## src/shared/lcdmv_regs.svh

```systemverilog
// Register offsets, field positions, write masks, reset values and the high-mux threshold
// Operation
// - Blink wipe clears blink memory, self-clears
// - Blink wipe ignored at five-mux and above
// - Segment wipe clears segment memory, self-clears
// - Display select: 0 segment, 1 blink
// - Select forced zero in schemes 01/10, high mux
// - Scheme 11: select shows alternating memory
// - Returning to scheme 00 clears select
// - Pump level bits 12-9, zero disables unless pump reference bits 2-1 are nonzero
// - Pump runs only with pump_on set
// - Bit 7 mid levels to pins, internal bias
// - Bit 6 low level from pin if present
// - Bit 5 external bias, internal generator off
// - Bit 4 drive supply external when set
// - Blink scheme encoding off, individual, all, alternate
`ifndef LCDMV_REGS_SVH
`define LCDMV_REGS_SVH
`define LCDMV_MEMCTL_OFF 12'h000
`define LCDMV_VCTL_OFF 12'h004
`define LCDMV_MEMCTL_MASK 16'h0007
`define LCDMV_VCTL_MASK 16'h1EFF
`define LCDMV_MEMCTL_RST 16'h0000
`define LCDMV_VCTL_RST 16'h0000
`define LCDMV_BIT_BLINK_WIPE 2
`define LCDMV_BIT_SEG_WIPE 1
`define LCDMV_BIT_DISP_SEL 0
`define LCDMV_PUMP_LEVEL_HI 12
`define LCDMV_PUMP_LEVEL_LO 9
`define LCDMV_BIT_MID_PINS 7
`define LCDMV_BIT_LOW_PIN 6
`define LCDMV_BIT_EXT_BIAS 5
`define LCDMV_BIT_EXT_SUPPLY 4
`define LCDMV_BIT_PUMP_ON 3
`define LCDMV_PUMP_REF_HI 2
`define LCDMV_PUMP_REF_LO 1
`define LCDMV_BIT_HALF_BIAS 0
`define LCDMV_MUX_HIGH_MIN 3'h4
`endif

```

## src/shared/lcdmv_pkg.sv

```systemverilog
// Types shared by the memory and voltage control block
package lcdmv_pkg;
  // Blink scheme encoding
  typedef enum logic [1:0] {
    LCDMV_BLINK_OFF = 2'b00,
    LCDMV_BLINK_INDIV = 2'b01,
    LCDMV_BLINK_ALL = 2'b10,
    LCDMV_BLINK_ALT = 2'b11
  } lcdmv_blink_t;
  // Wipe sequencer states
  typedef enum logic [1:0] {
    LCDMV_W_IDLE = 2'b00,
    LCDMV_W_WAIT = 2'b01,
    LCDMV_W_RUN = 2'b10
  } lcdmv_wipe_t;
  // Analog control outputs
  typedef struct packed {
    logic [3:0] pump_level;
    logic pump_enable;
    logic [1:0] pump_reference_select;
    logic mid_levels_to_pins;
    logic low_level_from_pin;
    logic internal_bias_on;
    logic drive_supply_external;
    logic half_bias_select;
  } lcdmv_analog_t;
endpackage : lcdmv_pkg

```

## src/hdl/lcdmv_ctrl.sv

```systemverilog
// Memory-control and voltage-control register bank of the segment LCD driver
`include "lcdmv_regs.svh"
module lcdmv_ctrl (
  input wire logic pclk,
  input wire logic presetn,
  input wire logic psel,
  input wire logic penable,
  input wire logic pwrite,
  input wire logic [11:0] paddr,
  input wire logic [31:0] pwdata,
  input wire logic [3:0] pstrb,
  output logic [31:0] prdata,
  output logic pready,
  output logic pslverr,
  input wire logic [1:0] blink_scheme,
  input wire logic [2:0] mux_mode,
  input wire logic blink_phase,
  input wire logic frame_boundary,
  input wire logic low_pin_present,
  output logic segment_mem_wipe_req,
  output logic blink_mem_wipe_req,
  input wire logic segment_mem_wipe_done,
  input wire logic blink_mem_wipe_done,
  output logic display_source_select,
  output lcdmv_pkg::lcdmv_analog_t analog
);

  // Overview of this bank
  // Two 16-bit registers sit in the low half of the APB data word
  // Memory control holds two wipe strobes and the display select
  // Voltage control holds the analog settings of the drive supply
  // Wipe strobes read back as busy until the far side finishes
  // A wipe waits for a frame boundary so no frame shows half-cleared data
  // Display select is owned by software only while blinking is off
  // In every other blink scheme hardware forces or follows it
  // Analog fields pass through with only the gating the rules need
  // Settings are not shadowed: software keeps the display off while changing them
  // Limitation: only byte lanes 0 and 1 of pstrb matter
  // Limitation: a memory-control write needs lane 0, where all its bits live
  // Trade-off: no wait states, so every access takes two cycles
  // Trade-off: read data is latched at setup, costing one row of flops
  // Hazard: blink_scheme and mux_mode are taken as synchronous levels
  // Hazard: a wipe strobe written while one runs is not queued


  // Access phase of a transfer; slave answers with no wait state
  logic acc; // Access phase of any transfer
  logic wr; // Access phase of a write
  logic sel_mem; // Address hits memory control
  logic sel_vctl; // Address hits voltage control

  // Decode is a plain compare against the two offsets
  // Any other address is refused with an error
  assign acc = psel && penable;
  assign wr = acc && pwrite;
  assign sel_mem = (paddr == `LCDMV_MEMCTL_OFF);
  assign sel_vctl = (paddr == `LCDMV_VCTL_OFF);
  assign pready = 1'b1;
  // Unmapped addresses answer with an error
  assign pslverr = acc && !(sel_mem || sel_vctl);


  // Byte-lane merge of a 16-bit register under strobe
  // Lanes 2 and 3 never reach these registers
  // The mask clears reserved bits on every write
  function automatic logic [15:0] lcdmv_merge(input logic [15:0] old,
                                              input logic [31:0] wd,
                                              input logic [3:0] st,
                                              input logic [15:0] mask);
    logic [15:0] m;
    m = old;
    if (st[0]) begin
      m[7:0] = wd[7:0];
    end
    if (st[1]) begin
      m[15:8] = wd[15:8];
    end
    lcdmv_merge = m & mask;
  endfunction : lcdmv_merge


  // Mux five or more
  // Blink memory is unused there, so its wipe and select are disabled
  logic high_mux;
  assign high_mux = (mux_mode >= `LCDMV_MUX_HIGH_MIN);


  // Write data for the memory-control register
  // The register holds no stored wipe bits, so merge starts from zero
  logic [15:0] mem_wd; // Masked write word
  logic mem_we; // Write strobe with lane 0 present
  assign mem_wd = lcdmv_merge(16'h0000, pwdata, pstrb, `LCDMV_MEMCTL_MASK);
  assign mem_we = wr && sel_mem && pstrb[0];


  // Voltage-control register; reserved bits masked on write
  // Writes take effect at once; no sequencing against display on
  logic [15:0] vctl_q;
  always_ff @(posedge pclk or negedge presetn) begin
    if (!presetn) begin
      vctl_q <= `LCDMV_VCTL_RST;
    end else if (wr && sel_vctl) begin
      vctl_q <= lcdmv_merge(vctl_q, pwdata, pstrb, `LCDMV_VCTL_MASK);
    end
  end


  // Segment memory wipe: wait for frame boundary, then for done
  // Idle: nothing pending, bit reads 0
  // Wait: strobe accepted, bit reads 1, no request yet
  // Run: request to the memory, held until done is seen
  // Waiting for a boundary keeps a frame from showing torn contents
  lcdmv_pkg::lcdmv_wipe_t seg_st_q;
  always_ff @(posedge pclk or negedge presetn) begin
    if (!presetn) begin
      seg_st_q <= lcdmv_pkg::LCDMV_W_IDLE;
    end else begin
      case (seg_st_q)
        lcdmv_pkg::LCDMV_W_IDLE: begin
          // Writing zero never starts or stops a wipe
          if (mem_we && mem_wd[`LCDMV_BIT_SEG_WIPE]) begin
            seg_st_q <= lcdmv_pkg::LCDMV_W_WAIT;
          end
        end
        lcdmv_pkg::LCDMV_W_WAIT: begin
          // Start only on a frame boundary
          if (frame_boundary) begin
            seg_st_q <= lcdmv_pkg::LCDMV_W_RUN;
          end
        end
        lcdmv_pkg::LCDMV_W_RUN: begin
          // Done ends the wipe and self-clears the bit
          if (segment_mem_wipe_done) begin
            seg_st_q <= lcdmv_pkg::LCDMV_W_IDLE;
          end
        end
        default: begin
          seg_st_q <= lcdmv_pkg::LCDMV_W_IDLE;
        end
      endcase
    end
  end
  assign segment_mem_wipe_req = (seg_st_q == lcdmv_pkg::LCDMV_W_RUN);


  // Blink memory wipe; in high mux the bit never sets
  // Same three steps as the segment wipe
  // In high mux the strobe is never taken; a wipe accepted before high mux still runs and reads 1
  lcdmv_pkg::lcdmv_wipe_t blk_st_q;
  always_ff @(posedge pclk or negedge presetn) begin
    if (!presetn) begin
      blk_st_q <= lcdmv_pkg::LCDMV_W_IDLE;
    end else begin
      case (blk_st_q)
        lcdmv_pkg::LCDMV_W_IDLE: begin
          if (mem_we && mem_wd[`LCDMV_BIT_BLINK_WIPE] && !high_mux) begin
            blk_st_q <= lcdmv_pkg::LCDMV_W_WAIT;
          end
        end
        lcdmv_pkg::LCDMV_W_WAIT: begin
          // Start only on a frame boundary
          if (frame_boundary) begin
            blk_st_q <= lcdmv_pkg::LCDMV_W_RUN;
          end
        end
        lcdmv_pkg::LCDMV_W_RUN: begin
          // Done ends the wipe and self-clears the bit
          if (blink_mem_wipe_done) begin
            blk_st_q <= lcdmv_pkg::LCDMV_W_IDLE;
          end
        end
        default: begin
          blk_st_q <= lcdmv_pkg::LCDMV_W_IDLE;
        end
      endcase
    end
  end
  assign blink_mem_wipe_req = (blk_st_q == lcdmv_pkg::LCDMV_W_RUN);


  // Stored display select, software-owned only in scheme 00 at low mux
  logic disp_q; // Stored select
  logic [1:0] scheme_q; // Scheme of the previous cycle, to see a return to 00

  // Previous scheme, for the return-to-off edge
  always_ff @(posedge pclk or negedge presetn) begin
    if (!presetn) begin
      scheme_q <= 2'h0;
    end else begin
      scheme_q <= blink_scheme;
    end
  end
  always_ff @(posedge pclk or negedge presetn) begin
    if (!presetn) begin
      disp_q <= 1'b0;
    end else if (blink_scheme == lcdmv_pkg::LCDMV_BLINK_INDIV
                 || blink_scheme == lcdmv_pkg::LCDMV_BLINK_ALL || high_mux) begin
      // Single-segment or whole-display blink, or high mux: forced low
      disp_q <= 1'b0;
    end else if (blink_scheme == lcdmv_pkg::LCDMV_BLINK_ALT) begin
      // Alternating scheme: stored value kept, writes ignored
      disp_q <= disp_q;
    end else if (scheme_q != lcdmv_pkg::LCDMV_BLINK_OFF) begin
      // First cycle back in scheme 00 clears the stored select
      disp_q <= 1'b0;
    end else if (mem_we) begin
      disp_q <= mem_wd[`LCDMV_BIT_DISP_SEL];
    end
  end


  // Displayed source: 0 segment memory, 1 blink memory
  // Combinational so the alternation is seen without a cycle of lag
  always_comb begin
    if (high_mux) begin
      display_source_select = 1'b0;
    end else begin
      case (blink_scheme)
        lcdmv_pkg::LCDMV_BLINK_ALT: display_source_select = blink_phase;
        lcdmv_pkg::LCDMV_BLINK_OFF: display_source_select = disp_q;
        default: display_source_select = 1'b0;
      endcase
    end
  end


  // Memory-control readback with live wipe flags
  // Wipe bits read 1 from the accepted strobe until done
  logic [15:0] mem_rd;
  always_comb begin
    mem_rd = 16'h0000;
    mem_rd[`LCDMV_BIT_BLINK_WIPE] = (blk_st_q != lcdmv_pkg::LCDMV_W_IDLE);
    mem_rd[`LCDMV_BIT_SEG_WIPE] = (seg_st_q != lcdmv_pkg::LCDMV_W_IDLE);
    mem_rd[`LCDMV_BIT_DISP_SEL] = display_source_select;
  end


  // Read data registered on the setup cycle so it is stable in access
  // Unmapped reads return zero along with the error response
  always_ff @(posedge pclk or negedge presetn) begin
    if (!presetn) begin
      prdata <= 32'h00000000;
    end else if (psel && !penable && !pwrite) begin
      if (sel_mem) begin
        prdata <= {16'h0000, mem_rd};
      end else if (sel_vctl) begin
        prdata <= {16'h0000, vctl_q};
      end else begin
        prdata <= 32'h00000000;
      end
    end
  end


  // Analog controls; the settings themselves are software's to sequence
  // Gating here only removes combinations that make no sense
  // External bias also switches the internal bias generator off
  always_comb begin
    analog.pump_level = vctl_q[`LCDMV_PUMP_LEVEL_HI:`LCDMV_PUMP_LEVEL_LO];
    // Pump needs pump_on, internal supply and a nonzero setting
    analog.pump_enable = vctl_q[`LCDMV_BIT_PUMP_ON] && !vctl_q[`LCDMV_BIT_EXT_SUPPLY]
      && (vctl_q[12:9] != 4'h0 || vctl_q[2:1] != 2'h0);
    analog.pump_reference_select = vctl_q[`LCDMV_PUMP_REF_HI:`LCDMV_PUMP_REF_LO];
    // Pin routing is meaningless with external bias
    analog.mid_levels_to_pins = vctl_q[`LCDMV_BIT_MID_PINS]
      && !vctl_q[`LCDMV_BIT_EXT_BIAS];
    analog.low_level_from_pin = vctl_q[`LCDMV_BIT_LOW_PIN] && low_pin_present;
    analog.internal_bias_on = !vctl_q[`LCDMV_BIT_EXT_BIAS];
    analog.drive_supply_external = vctl_q[`LCDMV_BIT_EXT_SUPPLY];
    analog.half_bias_select = vctl_q[`LCDMV_BIT_HALF_BIAS];
  end

endmodule : lcdmv_ctrl

```

## config.mk

```make
export PLATFORM = sky130hd
export DESIGN_NAME = lcdmv_ctrl
export DESIGN_NICKNAME = d
export VERILOG_FILES = /design/src/shared/lcdmv_pkg.sv /design/src/hdl/lcdmv_ctrl.sv
export VERILOG_INCLUDE_DIRS = /design/src /design/src/shared
export SDC_FILE = /design/constraint.sdc
export NUM_CORES = 1
export LEC_CHECK = 0
export BUFFER_PORTS_ARGS = -buffer_cell sky130_fd_sc_hd__buf_4
export CAP_MARGIN = 10
export CORE_MARGIN = 4
export CORE_UTILIZATION = 41
export DETAILED_ROUTE_END_ITERATION = 16
export PLACE_DENSITY_LB_ADDON = 0.05
export SLEW_MARGIN = 20
export SYNTH_ARGS = -nofsm -noshare
export SYNTH_HDL_FRONTEND = slang
export SYNTH_SLANG_ARGS = --single-unit
```

## constraint.sdc

```tcl
create_clock -name pclk -period 1.35 [get_ports pclk]
set_input_delay 0.135 -clock pclk [delete_from_list [all_inputs] [get_ports pclk]]
set_output_delay 0.135 -clock pclk [all_outputs]
set_load 0.1 [all_outputs]
```

==> out/results.tsv <==
stage	metric	value	unit
grt	grt_pass1_wl	6470	um
logic_synthesis	ys_seq_area_frac	0.484	
cells_and_area	seqCellArea	776	um2
route	drt_first_pass_iters	4	
logic_synthesis	yosys-mux-area-fraction	0.0905	
grt	antenna_found_initial	0	
die	row_count	22	
cells_and_area	final.fill_count	296	
grt	track_usage	0.166	
grt	grt-ovfl-total	0	
worst_setup_path	path_cells	or4_4 -> nor3_2 -> buf_4 -> nor3b_4 -> buf_12	
run_status	status	finished, violations left	
logic_synthesis	synth_xor_area_frac	0	
cells_and_area	fin_util	0.714	
route	drcViolationCount	0	
worst_setup_path	crit_buf_inv	2	
worst_setup_path	setup.worst_path.end	analog[7]	
run_status	violations	setup timing	
logic_synthesis	synth_top_family_by_area	simple AND/OR/NAND/NOR gates	
die	die-width	70.6	um
logic_synthesis	ys_warn_count	0	
worst_setup_path	worstSetupPathType	flip-flop to output port	
timing	finClkSkew	0.00345	ns
placed_design	numPortBuffers	66	
logic_synthesis	yosys.area_share.adder	0.0156	
clock_network	cts-buffers-inserted	5	
pwr	p_total	2390	uW
timing	min_period	1.77	ns
route	vias_per_cell	4.77	
cells_and_area	area_growth	65.5	%
timing	finalSetupViolCount	3	
flow_run	max_cap_violations	0	
clock_network	worstSkewPairLatency	0.28	ns
timing	finalHoldViolCount	0	
timing	post-route-period-util	1.31	
logic_synthesis	synth-simple-area-share	0.158	
worst_setup_path	rr_worst_depth	2	
cells_and_area	multiInputGateArea	820	um2
worst_setup_path	r2r-end	blk_st_q[0]	
worst_setup_path	reg2reg_slack	0.22	ns
clock_network	cts_max_path_buffers	2	
worst_setup_path	crit_required	1.22	ns
pwr	p_leak	0.00133	uW
cells_and_area	drive_gt1_frac	0.553	
worst_setup_path	crit_start	vctl_q[10]	
worst_setup_path	critPathCaptureType	output port	
worst_setup_path	cp_max_fo	2	
cells_and_area	nets	308	
min_path	hp-class	input port to flip-flop	
pwr	powerDensity	898	mW/mm2
logic_synthesis	synth-main-ff-cell	dfrtp_1	
clock_network	root_buffer	clkbuf_8	
worst_setup_path	arrival	1.64	ns
worst_setup_path	start_kind	flip-flop	
logic_synthesis	ys_types	28	
route	routed_wirelength	4150	um
die	die_h	70.6	um
grt	grt_max_degree	32	
logic_synthesis	syn-cell-area	0.00160	mm2
route	wl_per_cell	14.2	um
clock_network	clock_sinks	31	
timing	fmax	0.564	GHz
pwr	peakVddDrop	0.563	mV
logic_synthesis	ys_ff_latch	31	
die	initial_core_util	0.432	
timing	fin_ws	-0.422	ns
route	drt_iter0_markers	48	
die	ios	112	
worst_setup_path	reg2reg_from	blk_st_q[0]	
logic_synthesis	synthArstFlopShare	1.00	
logic_synthesis	syn-instance-count	150	
logic_synthesis	syn_avg_cell_area	10.7	um2
clock_network	cts_tree	built	
route	vias	1394	
clock_network	h-tree-depth	2	
die	core	0.00372	mm2
die	dieArea	0.00498	mm2
worst_setup_path	critical_path.top_delay_family	simple AND/OR/NAND/NOR gates	
worst_setup_path	cpPeakStageDelay	0.53	ns
worst_setup_path	path_depth	5	
worst_setup_path	cp_slowest_cell	or4_4	
logic_synthesis	synth_compound_area_frac	0.0959	
placed_design	dp.final_hpwl	3190	um
logic_synthesis	synth-edff-count	0	
route	antenna_left	0	
placed_design	globalplace.congestion	0.750	
timing	grt_setup_unrepaired	yes	
clock_network	path_clk_slew	0.07	ns
cells_and_area	antennaDiodeCount	0	
timing	maxSlewViolCount	0	
grt	grt_pass1_vias	1377	
worst min path at each step:
stage / depth (start not counted) / from / to
2_1_floorplan: 0 / presetn / blk_st_q[0]
3_5_place_dp: 1 / presetn / vctl_q[5]
6_report: 2 / blink_mem_wipe_done / blk_st_q[1]
5_1_grt: 2 / blink_mem_wipe_done / blk_st_q[1]
4_1_cts: 2 / blink_mem_wipe_done / blk_st_q[1]
3_3_place_gp: 1 / presetn / prdata[5]
timing repair:
action / in CTS / in global routing
pin swaps: 7 / 9
resized for setup: 23 / 21
hold buffers: 3 / 0
endpoints found under the hold margin: 33 / 0
buffers inserted: 1 / 2
setup endpoints to repair: 13 / 19
power by group:
part	switching, uW	total [uW]	internal, uW
clock	345	942	597
sequential	0.944	933	932
combinational	366	511	145
total	711	2390	1670
Yosys cell counts (2+ instances only):
master    number  area (um2)
conb_1         2        7.51
a21oi_1        5        25.0
clkbuf_1       2        7.51
o21ai_0        4        20.0
inv_1          5        18.8
nor4_1         3        18.8
nand3b_1       4        30.0
nand2b_1       4        25.0
nor3_1         3        15.0
o31ai_1        3        22.5
nor2_1         9        33.8
nand4_1        3        18.8
a22o_1         9        78.8
ha_1           2        25.0
or4_1          5        37.5
nand2_1        6        22.5
dfrtp_1       31         776
buf_4         29         218
mux2_2        12         135
per-layer routing:
metal  vias up  GRT usage  part of all wire
met2        49      0.279              0.54
li1        670          -                 -
met4         0     0.0689             0.010
met3         4     0.0455             0.068
met1       671      0.202              0.38
met5         -          0                 0
cells in the final DEF, fill, tap and decap left out, types with 5 or more instances in the layout:
cell type and n:
buf_4 77, dfrtp_1 31, conb_1 21, buf_6 12, mux2_4 11, nor2_1 9, a22o_1 9, clkbuf_8 6
buf_12 6, nand2_1 5
kinds of logic (layout without fill, tap and decap cells):
family	count (synthesis)	in the layout
mux	13	13
compound gates	22	22
other cells	2	21
buf+inv	36	111
simple gates	44	44
flops	31	31
fa+ha+maj	2	2
cell type report:
cell class	count	area share
sequential	31	0.292
clock inverter	2	0.0132
inverter	5	0.00707
clock buffer	6	0.0311
timing repair buffer	98	0.325
multi-input combinational	102	0.309
tap	48	0.0226
state kept, by name, summed over array words and instances, names as in the netlist:
name,count
prdata,12
vctl_q,12
blk_st_q,2
seg_st_q,2
disp_q,1
scheme_q,2
through the flow:
step	instance area [um2]	setup slack (ns)	setup TNS [ns]	cells	hold WS [ns]
2_1_floorplan	1790	-0.540	-1.92	169	-0.161
3_3_place_gp	2320	-0.672	-4.71	279	0.0846
3_5_place_dp	2320	-0.714	-5.14	279	0.0929
4_1_cts	2570	-0.470	-0.851	291	0.0313
5_1_grt	2660	-0.506	-1.53	292	0.0516
6_report	2660	-0.422	-0.835	292	0.0393
Power figures use the tool's default switching activity.
